--- config.mk ---
export PLATFORM = sky130hd
export DESIGN_NAME = cwg_ctrl_regs
export DESIGN_NICKNAME = d
export VERILOG_FILES = /design/src/rtl/cwg_pkg.sv /design/src/rtl/cwg_ctrl_regs.sv
export SDC_FILE = /design/constraint.sdc
export NUM_CORES = 1
export LEC_CHECK = 0
export ABC_AREA = 1
export BUFFER_PORTS_ARGS = -buffer_cell sky130_fd_sc_hd__buf_2
export CAP_MARGIN = 20
export CORE_AREA = 2 2 116 90
export DETAILED_ROUTE_END_ITERATION = 6
export DIE_AREA = 0 0 118 92
export HOLD_SLACK_MARGIN = 0.05
export PLACE_DENSITY = 0.71
export SLEW_MARGIN = 20
export SYNTH_ARGS = -nofsm -noshare
export SYNTH_HDL_FRONTEND = slang
export SYNTH_SLANG_ARGS = --single-unit
--- constraint.sdc ---
create_clock -name core_clk -period 3.5 [get_ports core_clk]
set_input_delay 0.525 -clock core_clk [delete_from_list [all_inputs] [get_ports core_clk]]
set_output_delay 0.525 -clock core_clk [all_outputs]
set_load 0.01 [all_outputs]
--- src/rtl/cwg_pkg.sv ---
// Constants shared by the waveform generator control register block.
// Assumes an APB master with 32-bit data; registers sit in the low byte.
// What this block does
// RL1 - Enable bit 7 of control 0 turns the generator on or off.
// RL2 - Load request copies buffered settings on the next edge, then clears.
// RL3 - Load request sets only when already enabled, not with enable itself.
// RL4 - Mode field selects steering, sync steering, full, half or push-pull.
// RL5 - Polarity bits 0 to 3 invert outputs A to D when set.
// RL6 - Six-bit rising dead-band count, kept across resets.
// RL7 - Six-bit falling dead-band count, kept across resets.
// RL8 - Shutdown status reads 1 in shutdown; hardware sets it, software too.
// RL9 - Auto-restart bit selects automatic or software recovery.
// RL10 - In shutdown outputs B and D follow their two-bit override field.
// RL11 - In shutdown outputs A and C follow their two-bit override field.
// RL12 - Shutdown written while disabled places outputs at override levels.
// RL13 - After shutdown clears, overrides hold until next input rising edge.
// RL14 - Seven fault-source enables let each source trigger shutdown.
// RL15 - Bit 7 of the fault-source enable register always reads 1.
// RL16 - Other unimplemented bits ignore writes and read 0.
// RL17 - Fault sources are active-low levels; active enabled ones block clearing.
// RL18 - With auto-restart, shutdown clears itself once sources go inactive.
// RL19 - Without auto-restart, software clear fails while a source is active.
// RL20 - Steering changes act at once in mode 000, at input rise in 001.
// RL21 - In half-bridge mode dead-band delays rising and falling transitions by the counts; push-pull uses the rising count only.
package cwg_pkg;
  localparam logic [7:0] OFS_CON0 = 8'h00;
  localparam logic [7:0] OFS_CON1 = 8'h04;
  localparam logic [7:0] OFS_DBR  = 8'h08;
  localparam logic [7:0] OFS_DBF  = 8'h0C;
  localparam logic [7:0] OFS_AS0  = 8'h10;
  localparam logic [7:0] OFS_AS1  = 8'h14;
  localparam int BIT_EN   = 7;
  localparam int BIT_LD   = 6;
  localparam int BIT_IN   = 5;
  localparam int BIT_SD   = 7;
  localparam int BIT_REN  = 6;
  localparam int OVERRIDE_LEVEL_B_D_LSB = 4;
  localparam int OVERRIDE_LEVEL_A_C_LSB = 2;
  localparam logic [1:0] RST_OVERRIDE_LEVEL_B_D = 2'h1;
  localparam logic [1:0] RST_OVERRIDE_LEVEL_A_C = 2'h1;
  localparam logic [1:0] LVL_HIGH = 2'h3;
  localparam logic [1:0] LVL_LOW  = 2'h2;
  localparam logic [1:0] LVL_TRI  = 2'h1;
  localparam logic [1:0] LVL_IDLE = 2'h0;
  localparam logic [7:0] AS1_FIXED = 8'h80;
  localparam int DB_W  = 6;
  localparam int SRC_N = 7;
  typedef enum logic [2:0] {
    CWG_STEER, CWG_SYNC_STEER, CWG_FWD, CWG_REV,
    CWG_HALF, CWG_PUSH_PULL, CWG_RSV6, CWG_RSV7
  } cwg_mode_t;
endpackage

--- src/rtl/cwg_ctrl_regs.sv ---
// Control, dead-band and auto-shutdown registers of a four-output
// complementary waveform generator, with the output stage they steer.
// Assumes a single 20 MHz core_clk, synchronous inputs and an APB master.
//
// The register offsets and the APB interface to the registers are this design's own decisions.
`timescale 1ns/1ns
module cwg_ctrl_regs
  import cwg_pkg::*;
#(
  parameter int ADDR_W = 8
)(
  // Clock and reset
  input  wire logic              core_clk,
  input  wire logic              reset,
  // APB slave
  input  wire logic              psel,
  input  wire logic              penable,
  input  wire logic              pwrite,
  input  wire logic [ADDR_W-1:0] paddr,
  input  wire logic [31:0]       pwdata,
  output logic [31:0]            prdata,
  output logic                   pready,
  output logic                   pslverr,
  // Input waveform and steering controls
  input  wire logic              data_in,
  input  wire logic [3:0]        steer_enable,
  input  wire logic [3:0]        steer_value,
  // Fault sources, active low
  input  wire logic              input_pin_select,
  input  wire logic              timer2_fault_n,
  input  wire logic              timer4_fault_n,
  input  wire logic              timer6_fault_n,
  input  wire logic              comparator1_fault_n,
  input  wire logic              comparator2_fault_n,
  input  wire logic              logic_cell2_output,
  // Outputs and their enables, enable low while driving
  output logic                   output_a,
  output logic                   output_b,
  output logic                   output_c,
  output logic                   output_d,
  output logic                   output_a_oe_n,
  output logic                   output_b_oe_n,
  output logic                   output_c_oe_n,
  output logic                   output_d_oe_n
);

  // Register state
  logic            en_r, en_nxt;
  logic            ld_r, ld_nxt;
  cwg_mode_t       mode_r, mode_nxt;
  logic [3:0]      pol_r, pol_nxt;
  logic [DB_W-1:0] dbr_r, dbr_nxt;
  logic [DB_W-1:0] dbf_r, dbf_nxt;
  logic            sd_r, sd_nxt;
  logic            ren_r, ren_nxt;
  logic [1:0]      override_level_b_d_r, override_level_b_d_nxt;
  logic [1:0]      override_level_a_c_r, override_level_a_c_nxt;
  logic [SRC_N-1:0] src_en_r, src_en_nxt;
  // APB answer
  logic [31:0]     rdata_r, rdata_nxt;
  logic            rdy_r, rdy_nxt;
  logic            err_r, err_nxt;
  // Waveform state
  logic            data_d_r;
  logic [DB_W-1:0] cnt_r, cnt_nxt;
  logic [DB_W-1:0] dbr_act_r, dbr_act_nxt;
  logic [DB_W-1:0] dbf_act_r, dbf_act_nxt;
  logic            hold_r, hold_nxt;
  logic            pp_r, pp_nxt;
  logic [3:0]      str_en_r, str_en_nxt;
  logic [3:0]      str_val_r, str_val_nxt;
  logic [3:0]      out_r, out_nxt;
  logic [3:0]      oe_n_r, oe_n_nxt;
  // Decode
  logic            setup, wr, mapped;
  logic            wr_con0, wr_con1, wr_dbr, wr_dbf, wr_as0, wr_as1;
  logic [7:0]      wb;
  logic [SRC_N-1:0] src_act;
  logic            fault_act;
  logic            rise, fall, evt;
  logic [DB_W-1:0] cnt_eff;
  logic            pri, sec;
  logic [3:0]      wave, s_en, s_val;
  logic            ovr_act, steer_md;

  assign setup   = psel && !penable;
  assign wr      = psel && penable && rdy_r && pwrite;
  assign wb      = pwdata[7:0];
  assign mapped  = (paddr == ADDR_W'(OFS_CON0)) ||
                   (paddr == ADDR_W'(OFS_CON1)) ||
                   (paddr == ADDR_W'(OFS_DBR))  ||
                   (paddr == ADDR_W'(OFS_DBF))  ||
                   (paddr == ADDR_W'(OFS_AS0))  ||
                   (paddr == ADDR_W'(OFS_AS1));
  assign wr_con0 = wr && (paddr == ADDR_W'(OFS_CON0));
  assign wr_con1 = wr && (paddr == ADDR_W'(OFS_CON1));
  assign wr_dbr  = wr && (paddr == ADDR_W'(OFS_DBR));
  assign wr_dbf  = wr && (paddr == ADDR_W'(OFS_DBF));
  assign wr_as0  = wr && (paddr == ADDR_W'(OFS_AS0));
  assign wr_as1  = wr && (paddr == ADDR_W'(OFS_AS1));

  // Sources are active low; bit order follows the enable register
  assign src_act = ~{logic_cell2_output, comparator2_fault_n,
                     comparator1_fault_n, timer6_fault_n,
                     timer4_fault_n, timer2_fault_n, input_pin_select};
  assign fault_act = |(src_act & src_en_r); // RL14 RL17

  assign rise = data_in && !data_d_r;
  assign fall = !data_in && data_d_r;
  assign evt  = rise || fall;

  // Register file
  always_comb
  begin
    en_nxt     = en_r;
    ld_nxt     = ld_r;
    mode_nxt   = mode_r;
    pol_nxt    = pol_r;
    dbr_nxt    = dbr_r;
    dbf_nxt    = dbf_r;
    sd_nxt     = sd_r;
    ren_nxt    = ren_r;
    override_level_b_d_nxt   = override_level_b_d_r;
    override_level_a_c_nxt   = override_level_a_c_r;
    src_en_nxt = src_en_r;
    if (wr_con0)
    begin
      en_nxt   = wb[BIT_EN]; // RL1
      mode_nxt = cwg_mode_t'(wb[2:0]); // RL4
    end
    if (ld_r && evt)
      ld_nxt = 1'b0; // RL2
    // Only an already enabled block takes a load request
    if (wr_con0 && wb[BIT_LD] && en_r)
      ld_nxt = 1'b1; // RL3
    if (!en_nxt)
      ld_nxt = 1'b0;
    if (wr_con1)
      pol_nxt = wb[3:0]; // RL5 RL16
    if (wr_dbr)
      dbr_nxt = wb[DB_W-1:0]; // RL6
    if (wr_dbf)
      dbf_nxt = wb[DB_W-1:0]; // RL7
    if (wr_as0)
    begin
      ren_nxt  = wb[BIT_REN]; // RL9
      override_level_b_d_nxt = wb[OVERRIDE_LEVEL_B_D_LSB+:2];
      override_level_a_c_nxt = wb[OVERRIDE_LEVEL_A_C_LSB+:2];
      // A clear is refused while a selected source is active
      if (wb[BIT_SD] || !fault_act)
        sd_nxt = wb[BIT_SD]; // RL12 RL19
    end
    if (ren_r && sd_r && !fault_act && !wr_as0)
      sd_nxt = 1'b0; // RL18
    // Hardware set wins over any clear in the same cycle
    if (fault_act)
      sd_nxt = 1'b1; // RL8 RL17
    if (wr_as1)
      src_en_nxt = wb[SRC_N-1:0]; // RL14
  end

  always_ff @(posedge core_clk)
  begin
    if (reset)
    begin
      en_r     <= 1'b0;
      ld_r     <= 1'b0;
      mode_r   <= CWG_STEER;
      pol_r    <= 4'h0;
      sd_r     <= 1'b0;
      ren_r    <= 1'b0;
      override_level_b_d_r   <= RST_OVERRIDE_LEVEL_B_D;
      override_level_a_c_r   <= RST_OVERRIDE_LEVEL_A_C;
      src_en_r <= 7'h00;
    end
    else
    begin
      en_r     <= en_nxt;
      ld_r     <= ld_nxt;
      mode_r   <= mode_nxt;
      pol_r    <= pol_nxt;
      sd_r     <= sd_nxt;
      ren_r    <= ren_nxt;
      override_level_b_d_r   <= override_level_b_d_nxt;
      override_level_a_c_r   <= override_level_a_c_nxt;
      src_en_r <= src_en_nxt;
    end
  end

  // Dead-band counts survive reset, so they take no reset term
  always_ff @(posedge core_clk)
  begin
    dbr_r <= dbr_nxt; // RL6
    dbf_r <= dbf_nxt; // RL7
  end

  // APB answer: data is fetched in setup, pready is high in access
  always_comb
  begin
    rdy_nxt   = setup;
    err_nxt   = setup && !mapped;
    rdata_nxt = rdata_r;
    if (setup)
    begin
      rdata_nxt = 32'h0000_0000; // RL16
      if (paddr == ADDR_W'(OFS_CON0))
        rdata_nxt[7:0] = {en_r, ld_r, 3'h0, mode_r};
      else if (paddr == ADDR_W'(OFS_CON1))
        rdata_nxt[7:0] = {2'h0, data_in, 1'b0, pol_r};
      else if (paddr == ADDR_W'(OFS_DBR))
        rdata_nxt[7:0] = {2'h0, dbr_r};
      else if (paddr == ADDR_W'(OFS_DBF))
        rdata_nxt[7:0] = {2'h0, dbf_r};
      else if (paddr == ADDR_W'(OFS_AS0))
        rdata_nxt[7:0] = {sd_r, ren_r, override_level_b_d_r, override_level_a_c_r, 2'h0}; // RL8
      else if (paddr == ADDR_W'(OFS_AS1))
        rdata_nxt[7:0] = AS1_FIXED | {1'b0, src_en_r}; // RL15
    end
  end

  always_ff @(posedge core_clk)
  begin
    if (reset)
    begin
      rdata_r <= 32'h0000_0000;
      rdy_r   <= 1'b0;
      err_r   <= 1'b0;
    end
    else
    begin
      rdata_r <= rdata_nxt;
      rdy_r   <= rdy_nxt;
      err_r   <= err_nxt;
    end
  end

  // Waveform shaping; outputs lag the input by one extra cycle
  assign cnt_eff = evt ? {DB_W{1'b0}} : cnt_r;
  assign pri = data_in && (cnt_eff >= dbr_act_r); // RL21
  assign sec = !data_in && (cnt_eff >= dbf_act_r); // RL21
  assign steer_md = (mode_r == CWG_STEER) || (mode_r == CWG_SYNC_STEER);
  assign ovr_act = sd_r || hold_r;
  assign s_en  = (mode_r == CWG_SYNC_STEER) ? str_en_r : steer_enable;
  assign s_val = (mode_r == CWG_SYNC_STEER) ? str_val_r : steer_value;

  always_comb
  begin
    cnt_nxt     = cnt_r;
    dbr_act_nxt = dbr_act_r;
    dbf_act_nxt = dbf_act_r;
    hold_nxt    = hold_r;
    pp_nxt      = pp_r;
    str_en_nxt  = str_en_r;
    str_val_nxt = str_val_r;
    if (cnt_eff != {DB_W{1'b1}})
      cnt_nxt = cnt_eff + 1'b1;
    else
      cnt_nxt = cnt_eff;
    // Disabled block tracks the buffers; enabled one waits for a load
    if (!en_r || (ld_r && evt))
    begin
      dbr_act_nxt = dbr_r; // RL2
      dbf_act_nxt = dbf_r;
    end
    if (rise)
      pp_nxt = !pp_r;
    if (rise || mode_r != CWG_SYNC_STEER)
    begin
      str_en_nxt  = steer_enable; // RL20
      str_val_nxt = steer_value;
    end
    // Overrides linger after a clear until the next input rise
    if (sd_r)
      hold_nxt = 1'b1;
    else if (rise)
      hold_nxt = 1'b0; // RL13
  end

  always_comb
  begin
    wave     = 4'h0;
    out_nxt  = 4'h0;
    oe_n_nxt = 4'hF;
    unique case (mode_r)
      CWG_STEER, CWG_SYNC_STEER:
        wave = 4'h0;
      CWG_FWD:
        wave = {data_in, 1'b0, 1'b0, 1'b1};
      CWG_REV:
        wave = {1'b0, 1'b1, data_in, 1'b0};
      CWG_HALF:
        wave = {sec, pri, sec, pri};
      CWG_PUSH_PULL:
        wave = {pri && !pp_r, pri && pp_r, pri && !pp_r, pri && pp_r};
      default:
        wave = 4'h0;
    endcase
    for (int i = 0; i < 4; i++)
    begin
      if (en_r)
      begin
        oe_n_nxt[i] = 1'b0; // RL1
        if (steer_md)
          out_nxt[i] = s_en[i] ? (data_in ^ pol_r[i]) : s_val[i];
        else
          out_nxt[i] = wave[i] ^ pol_r[i]; // RL5
      end
      // Steered-off pins keep their fixed level in shutdown
      if (ovr_act && (!en_r || !steer_md || s_en[i]))
      begin
        unique case ((i % 2 == 1) ? override_level_b_d_r : override_level_a_c_r) // RL10 RL11
          LVL_HIGH:
          begin
            out_nxt[i]  = 1'b1;
            oe_n_nxt[i] = 1'b0;
          end
          LVL_LOW:
          begin
            out_nxt[i]  = 1'b0;
            oe_n_nxt[i] = 1'b0;
          end
          LVL_TRI:
          begin
            out_nxt[i]  = 1'b0;
            oe_n_nxt[i] = 1'b1;
          end
          LVL_IDLE:
          begin
            out_nxt[i]  = pol_r[i];
            oe_n_nxt[i] = 1'b0; // RL12
          end
        endcase
      end
    end
  end

  always_ff @(posedge core_clk)
  begin
    if (reset)
    begin
      data_d_r  <= 1'b0;
      cnt_r     <= {DB_W{1'b0}};
      dbr_act_r <= {DB_W{1'b0}};
      dbf_act_r <= {DB_W{1'b0}};
      hold_r    <= 1'b0;
      pp_r      <= 1'b0;
      str_en_r  <= 4'h0;
      str_val_r <= 4'h0;
      out_r     <= 4'h0;
      oe_n_r    <= 4'hF;
    end
    else
    begin
      data_d_r  <= data_in;
      cnt_r     <= cnt_nxt;
      dbr_act_r <= dbr_act_nxt;
      dbf_act_r <= dbf_act_nxt;
      hold_r    <= hold_nxt;
      pp_r      <= pp_nxt;
      str_en_r  <= str_en_nxt;
      str_val_r <= str_val_nxt;
      out_r     <= out_nxt;
      oe_n_r    <= oe_n_nxt;
    end
  end

  assign prdata        = rdata_r;
  assign pready        = rdy_r;
  assign pslverr       = err_r;
  assign output_a      = out_r[0];
  assign output_b      = out_r[1];
  assign output_c      = out_r[2];
  assign output_d      = out_r[3];
  assign output_a_oe_n = oe_n_r[0];
  assign output_b_oe_n = oe_n_r[1];
  assign output_c_oe_n = oe_n_r[2];
  assign output_d_oe_n = oe_n_r[3];
endmodule // cwg_ctrl_regs

==> After elaboration in Yosys (flattened, before gate mapping) <==
Cells that the tools add are included.
{ "op_classes": {"addsub": 1, "n_lt_le_gt_ge": 2, "n_eq_ne": 18, "muxes": 47, "n_bitwise": 11, "n_reduce_logical": 67} }
{ "op_table": {"columns": ["cell", "count"], "rows": [
  ["8-bit 2-to-1 mux", 6],
  ["1-bit 2-to-1 mux", 30],
  ["1-bit logical AND", 27],
  ["8-bit by 4-bit equality test with 1-bit output, second input constant", 2],
  ["8-bit by 5-bit equality test with 1-bit output, second input constant", 2],
  ["1-bit logical OR", 16],
  ["4-bit one-hot mux with 4 select lines", 1],
  ["6-bit greater-or-equal comparator", 2],
  ["6-bit 2-to-1 mux", 2],
  ["1-bit one-hot mux with 3 select lines", 4],
  ["1-bit logical NOT", 9],
  ["2-bit equality test, second input constant", 4],
  ["8-bit by 3-bit equality test with 1-bit output, second input constant", 1],
  ["8-bit logical NOT", 1],
  ["4-bit 2-to-1 mux", 2],
  ["1-bit XOR", 8],
  ["7-bit bitwise AND", 1],
  ["7-bit NOT", 1],
  ["7-bit OR reduction", 1],
  ["6-bit by 1-bit adder with 6-bit output, second input constant", 1],
  ["3-bit by 2-bit equality test with 1-bit output, second input constant", 2],
  ["3-bit equality test, second input constant", 2],
  ["6-bit != test, second input constant", 1],
  ["3-bit nonzero test", 2],
  ["11 further kinds", 18]
]} }
{ "word_totals": {"reg_bits": 81, "output_inout_bits": 42} }

==> Depth between registers and ports, before layout <==
{ "logic_depth": {"ltp_word": 12, "mapped_depth": 20, "depth_no_buf": 19} }

==> Worst setup path after synthesis <==
Ideal clock, no wire load.
{ "synth_timing": {"path_type": "input-to-reg", "start": "input data_in", "end": "register out_r[1]", "t_arrival_ns": 2.103, "required_ns": 3.367, "path_slack_ns": 1.264, "path_stages": 19, "n_path_buf": 1, "cell_sequence": "ha_1 -> buf_4 -> nand2_1 -> ha_1 -> inv_1 -> nand2_1 -> nand2_1 -> nand2_1 -> nand2_1 -> nand2_1 -> nand2_1 -> nand2_1 -> nand3_1 -> nand3_1 -> nand2_1 -> nand2_1 -> nand2_1 -> nand2_1 -> a21oi_2"} }
{ "synth_via": {"elab_chain_len": 12} }
{ "synth_rtl": {"columns": ["element", "line_no", "text"], "rows": [
  ["start: declaration", "cwg_ctrl_regs.sv:25", "input wire logic data_in,"],
  ["1-bit logical NOT", "cwg_ctrl_regs.sv:109, cwg_ctrl_regs.sv:240", null],
  ["1-bit logical AND", "cwg_ctrl_regs.sv:109", "assign fall = !data_in && data_d_r;"],
  ["1-bit logical OR", "cwg_ctrl_regs.sv:110", "assign evt = rise || fall;"],
  ["6-bit 2-to-1 mux", "cwg_ctrl_regs.sv:238", "assign cnt_eff = evt ? {DB_W{1'b0}} : cnt_r;"],
  ["6-bit greater-or-equal comparator", "cwg_ctrl_regs.sv:239", "assign pri = data_in && (cnt_eff >= dbr_act_r);"],
  ["1-bit logical AND", "cwg_ctrl_regs.sv:239", null],
  ["1-bit logical AND", "cwg_ctrl_regs.sv:294", "wave = {pri && !pp_r, pri && pp_r, pri && !pp_r, pri && pp_r};"],
  ["4-bit one-hot mux with 4 select lines", "cwg_ctrl_regs.sv:284", "unique case (mode_r)"],
  ["1-bit XOR", "cwg_ctrl_regs.sv:306", "out_nxt[i] = wave[i] ^ pol_r[i];"],
  ["1-bit 2-to-1 mux *", "cwg_ctrl_regs.sv:303", "if (steer_md)"],
  ["1-bit 2-to-1 mux *", "cwg_ctrl_regs.sv:300", "if (en_r)"],
  ["1-bit 2-to-1 mux *", "cwg_ctrl_regs.sv:309", "if (ovr_act && (!en_r || !steer_md || s_en[i]))"],
  ["end signal: assignment", "cwg_ctrl_regs.sv:362", "out_r <= out_nxt;"],
  ["end: declaration", "cwg_ctrl_regs.sv:72", "logic [3:0] out_r, out_nxt;"]
]} }
Every way passes the cells marked *; elsewhere a longest branch is shown, timed or not.
A chain may end at the register's enable or synchronous reset.

==> Worst setup path after layout <==
{ "layout_timing": {"start": "input data_in", "end": "register out_r[2]"} }
{ "layout_via": {"elab_chain_len": 12} }
{ "layout_rtl": {"columns": ["element", "line_no"], "rows": [
  ["1-bit logical NOT", "cwg_ctrl_regs.sv:109"],
  ["1-bit logical AND", "cwg_ctrl_regs.sv:109"],
  ["1-bit logical OR", "cwg_ctrl_regs.sv:110"],
  ["6-bit 2-to-1 mux", "cwg_ctrl_regs.sv:238"],
  ["6-bit greater-or-equal comparator", "cwg_ctrl_regs.sv:239"],
  ["1-bit logical AND", "cwg_ctrl_regs.sv:239"],
  ["1-bit logical AND", "cwg_ctrl_regs.sv:294"],
  ["4-bit one-hot mux with 4 select lines", "cwg_ctrl_regs.sv:284"],
  ["1-bit XOR", "cwg_ctrl_regs.sv:306"],
  ["1-bit 2-to-1 mux *", "cwg_ctrl_regs.sv:303"],
  ["1-bit 2-to-1 mux *", "cwg_ctrl_regs.sv:300"],
  ["1-bit 2-to-1 mux *", "cwg_ctrl_regs.sv:309"]
]} }
Marks and branches as above.

==> impl_metrics.toml <==
[timing]
finalSetupTns_ns = 0
report.final.slew_viol_count = 0
slew_headroom_pct = 46.7
layout_min_cycle_time_ns = 2.42
period_share_pct = 69.2
clock_skew_ns = 0.0110
worst_slew_pin_slew_ns = 0.793
max_clock_freq_mhz = 413
rsz0062_at_grt = "no"
finalHoldViolCount = 0
finalSetupViolCount = 0

[min_path]
hold_path.class = "primary input to flip-flop"
hold_start = "pwdata[0]"

[logic_synthesis]
seq_area_frac_synth_pct = 41.0
async_flop_share_pct = 0
synth_edf_count = 12
ys_types = 39
synth_cells = 544
syn_area_sq_um = 4250
synthFlopType = "dfxtp_1"
ys_seq_elements = 81
ys_warn_count = 0
synth.avg_cell_area_sq_um = 7.81

[floorplan]
die_w_um = 118
pin_count = 103
die_h_um = 92
dieArea_sq_um = 10900
std_cell_rows = 32
start_util_pct = 43.0
coreArea_sq_um = 9890

[worst_setup_path]
critPathLaunch = "data_in"
critPathLaunchType = "primary input"
critPathKind = "primary input to flip-flop"
arrival_ns = 2.70
crit_required_ns = 3.78
r2r-start = "data_d_r"
end_kind = "flip-flop"
cp_max_fo = 11

[grt]
grtUsageTotal_pct = 20.4
overflow = 0
grt_pass1_wl_mm = 17.6
grt_max_degree = 46
antenna_found_initial = 0
first_global_vias = 3569

[status]
status = "finished, final reports clean"

[clock_tree]
cts_resized = 0
root_buffer = "clkbuf_16"
clock-sinks = 81
tritoncts = "yes"
insertion_delay_ns = 0.34
clock_path_buffers = 2
postCtsHoldBufs = 0
postCtsSetupBuffers = 0
numCtsBuffers = 9
path_clk_slew_ns = 0.07
h-tree-depth = 3

[detailed_routing]
drt-initial-drc-count = 343
drtPass1Iterations = 5
vias_per_cell = 5.11
route.detailed.drc = 0
routed_wl_mm = 10.6
drtAntennaViolNets = 0
dr_total_vias = 3781
detail_route.wl_per_cell_um = 14.3

[power_and_ir_drop]
cellLeakagePower_nw = 2.13
cellPowerDensity_nw_per_um2 = 450
ir_drop_uv = 257

[final_layout]
fillCellCount = 944
layout_common_cells = "inv_1, nand2_1, dfxtp_1"
layout-drive-gt1-share_pct = 19.4
nNetsFinal = 676
final_common_cell = "inv_1"
antenna_cells = 0
finalNonFillerCells = 740
area_growth_pct = 15.3

[run]
timing.max_cap.violations = 0

[placement]
gp_congestion = 0.884
portBuffers = 54
dp.cells = 724
dp_hpwl_mm = 7.85
==> stage by stage <==
step                      instance area (sq um)  setup WS [ns]  total power, W  util (%)  hold WS, ns
after floorplan                            4340           1.26         0.00109         -        0.435
after global placement                     4550          0.786         0.00113      46.1        0.453
after detailed placement                   4550          0.750         0.00113      46.1        0.455
after CTS                                  4900           1.08         0.00221      49.5        0.401
after global routing                       4900          0.810         0.00228      49.5        0.404
final                                      4900           1.08         0.00220      49.5        0.410
==> logic make-up (layout without fill, tap and decap cells) <==
group / count (synthesis) / in the layout / synth area share, %
compound gates: 141 / 141 / 19.5
xor+xnor: 5 / 5 / 1.03
fa+ha+maj: 16 / 16 / 4.71
buf+inv: 120 / 157 / 13.2
flops: 81 / 81 / 41.0
other cells: 1 / 24 / 0.0883
simple gates: 180 / 180 / 20.6
==> worst max-delay path: stages <==
cell and delay [ns]:
buf_2 0.19, ha_1 0.41, buf_4 0.20, nand2_1 0.12, inv_1 0.08, ha_1 0.29, o21ai_1 0.06, nor2_1 0.08
nand2_1 0.06, nand2_1 0.09, nand4_1 0.18, nand2_1 0.11, nand2_1 0.06, nand3_1 0.06, nand2_1 0.06, a21oi_2 0.11
==> state kept, by name (all words and copies together) (netlist names), 2 cells and up <==
signal                count
override_level_a_c_r      2
str_val_r                 4
out_r                     4
oe_n_r                    4
prdata                    8
mode_r                    3
dbr_act_r                 6
cnt_r                     6
pol_r                     4
override_level_b_d_r      2
str_en_r                  4
src_en_r                  7
dbr_r                     6
dbf_r                     6
dbf_act_r                 6
==> area by class of cell <==
class	instances	area, sq um	share of cell area [%]
inverters	84	315	6.44
flip-flops and latches	81	1740	35.6
multi-input cells	366	2030	41.5
repair buffers	57	293	5.98
well taps	136	170	3.47
clock buffers	10	229	4.67
clock inverters	6	115	2.35
==> power breakdown <==
| group | switching [W] | internal (W) | leakage, nW |
|---|---|---|---|
| combinational | 0.0000980 | 0.0000504 | 1.30 |
| sequential | 0.00000587 | 0.000959 | 0.671 |
| clock | 0.000390 | 0.000701 | 0.163 |
==> worst paths after layout <==
| path | end | slack, ns | depth (start not counted) |
|---|---|---|---|
| min reg2reg | dbr_act_r[3] | 0.46 | 2 |
| max | out_r[2] | 1.08 | 16 |
| max reg2reg | out_r[2] | 1.17 | 16 |
| min | dbf_r[0] | 0.41 | 1 |
==> per-layer routing <==
metal,share of wire [%],up-vias,GRT usage (%)
li1,-,1896,-
met1,48,1720,28.1
met2,43,138,30.8
met3,6.6,27,4.79
met4,2.6,0,8.63
met5,0,-,0
==> Yosys cell counts (all sizes together) (6+ instances only) <==
master,count,area [sq um]
nor2,46,218
buf,27,210
nand4,6,37.5
o211ai,6,45.0
a211oi,7,52.6
nand3,21,118
or2,9,56.3
ha,16,200
o21ai,54,282
edfxtp,12,360
nand2,81,329
clkbuf,9,33.8
nor3,15,103
a31oi,7,43.8
dfxtp,69,1380
a21oi,51,267
inv,84,315
No activity file was read; power rests on OpenSTA's default activity.
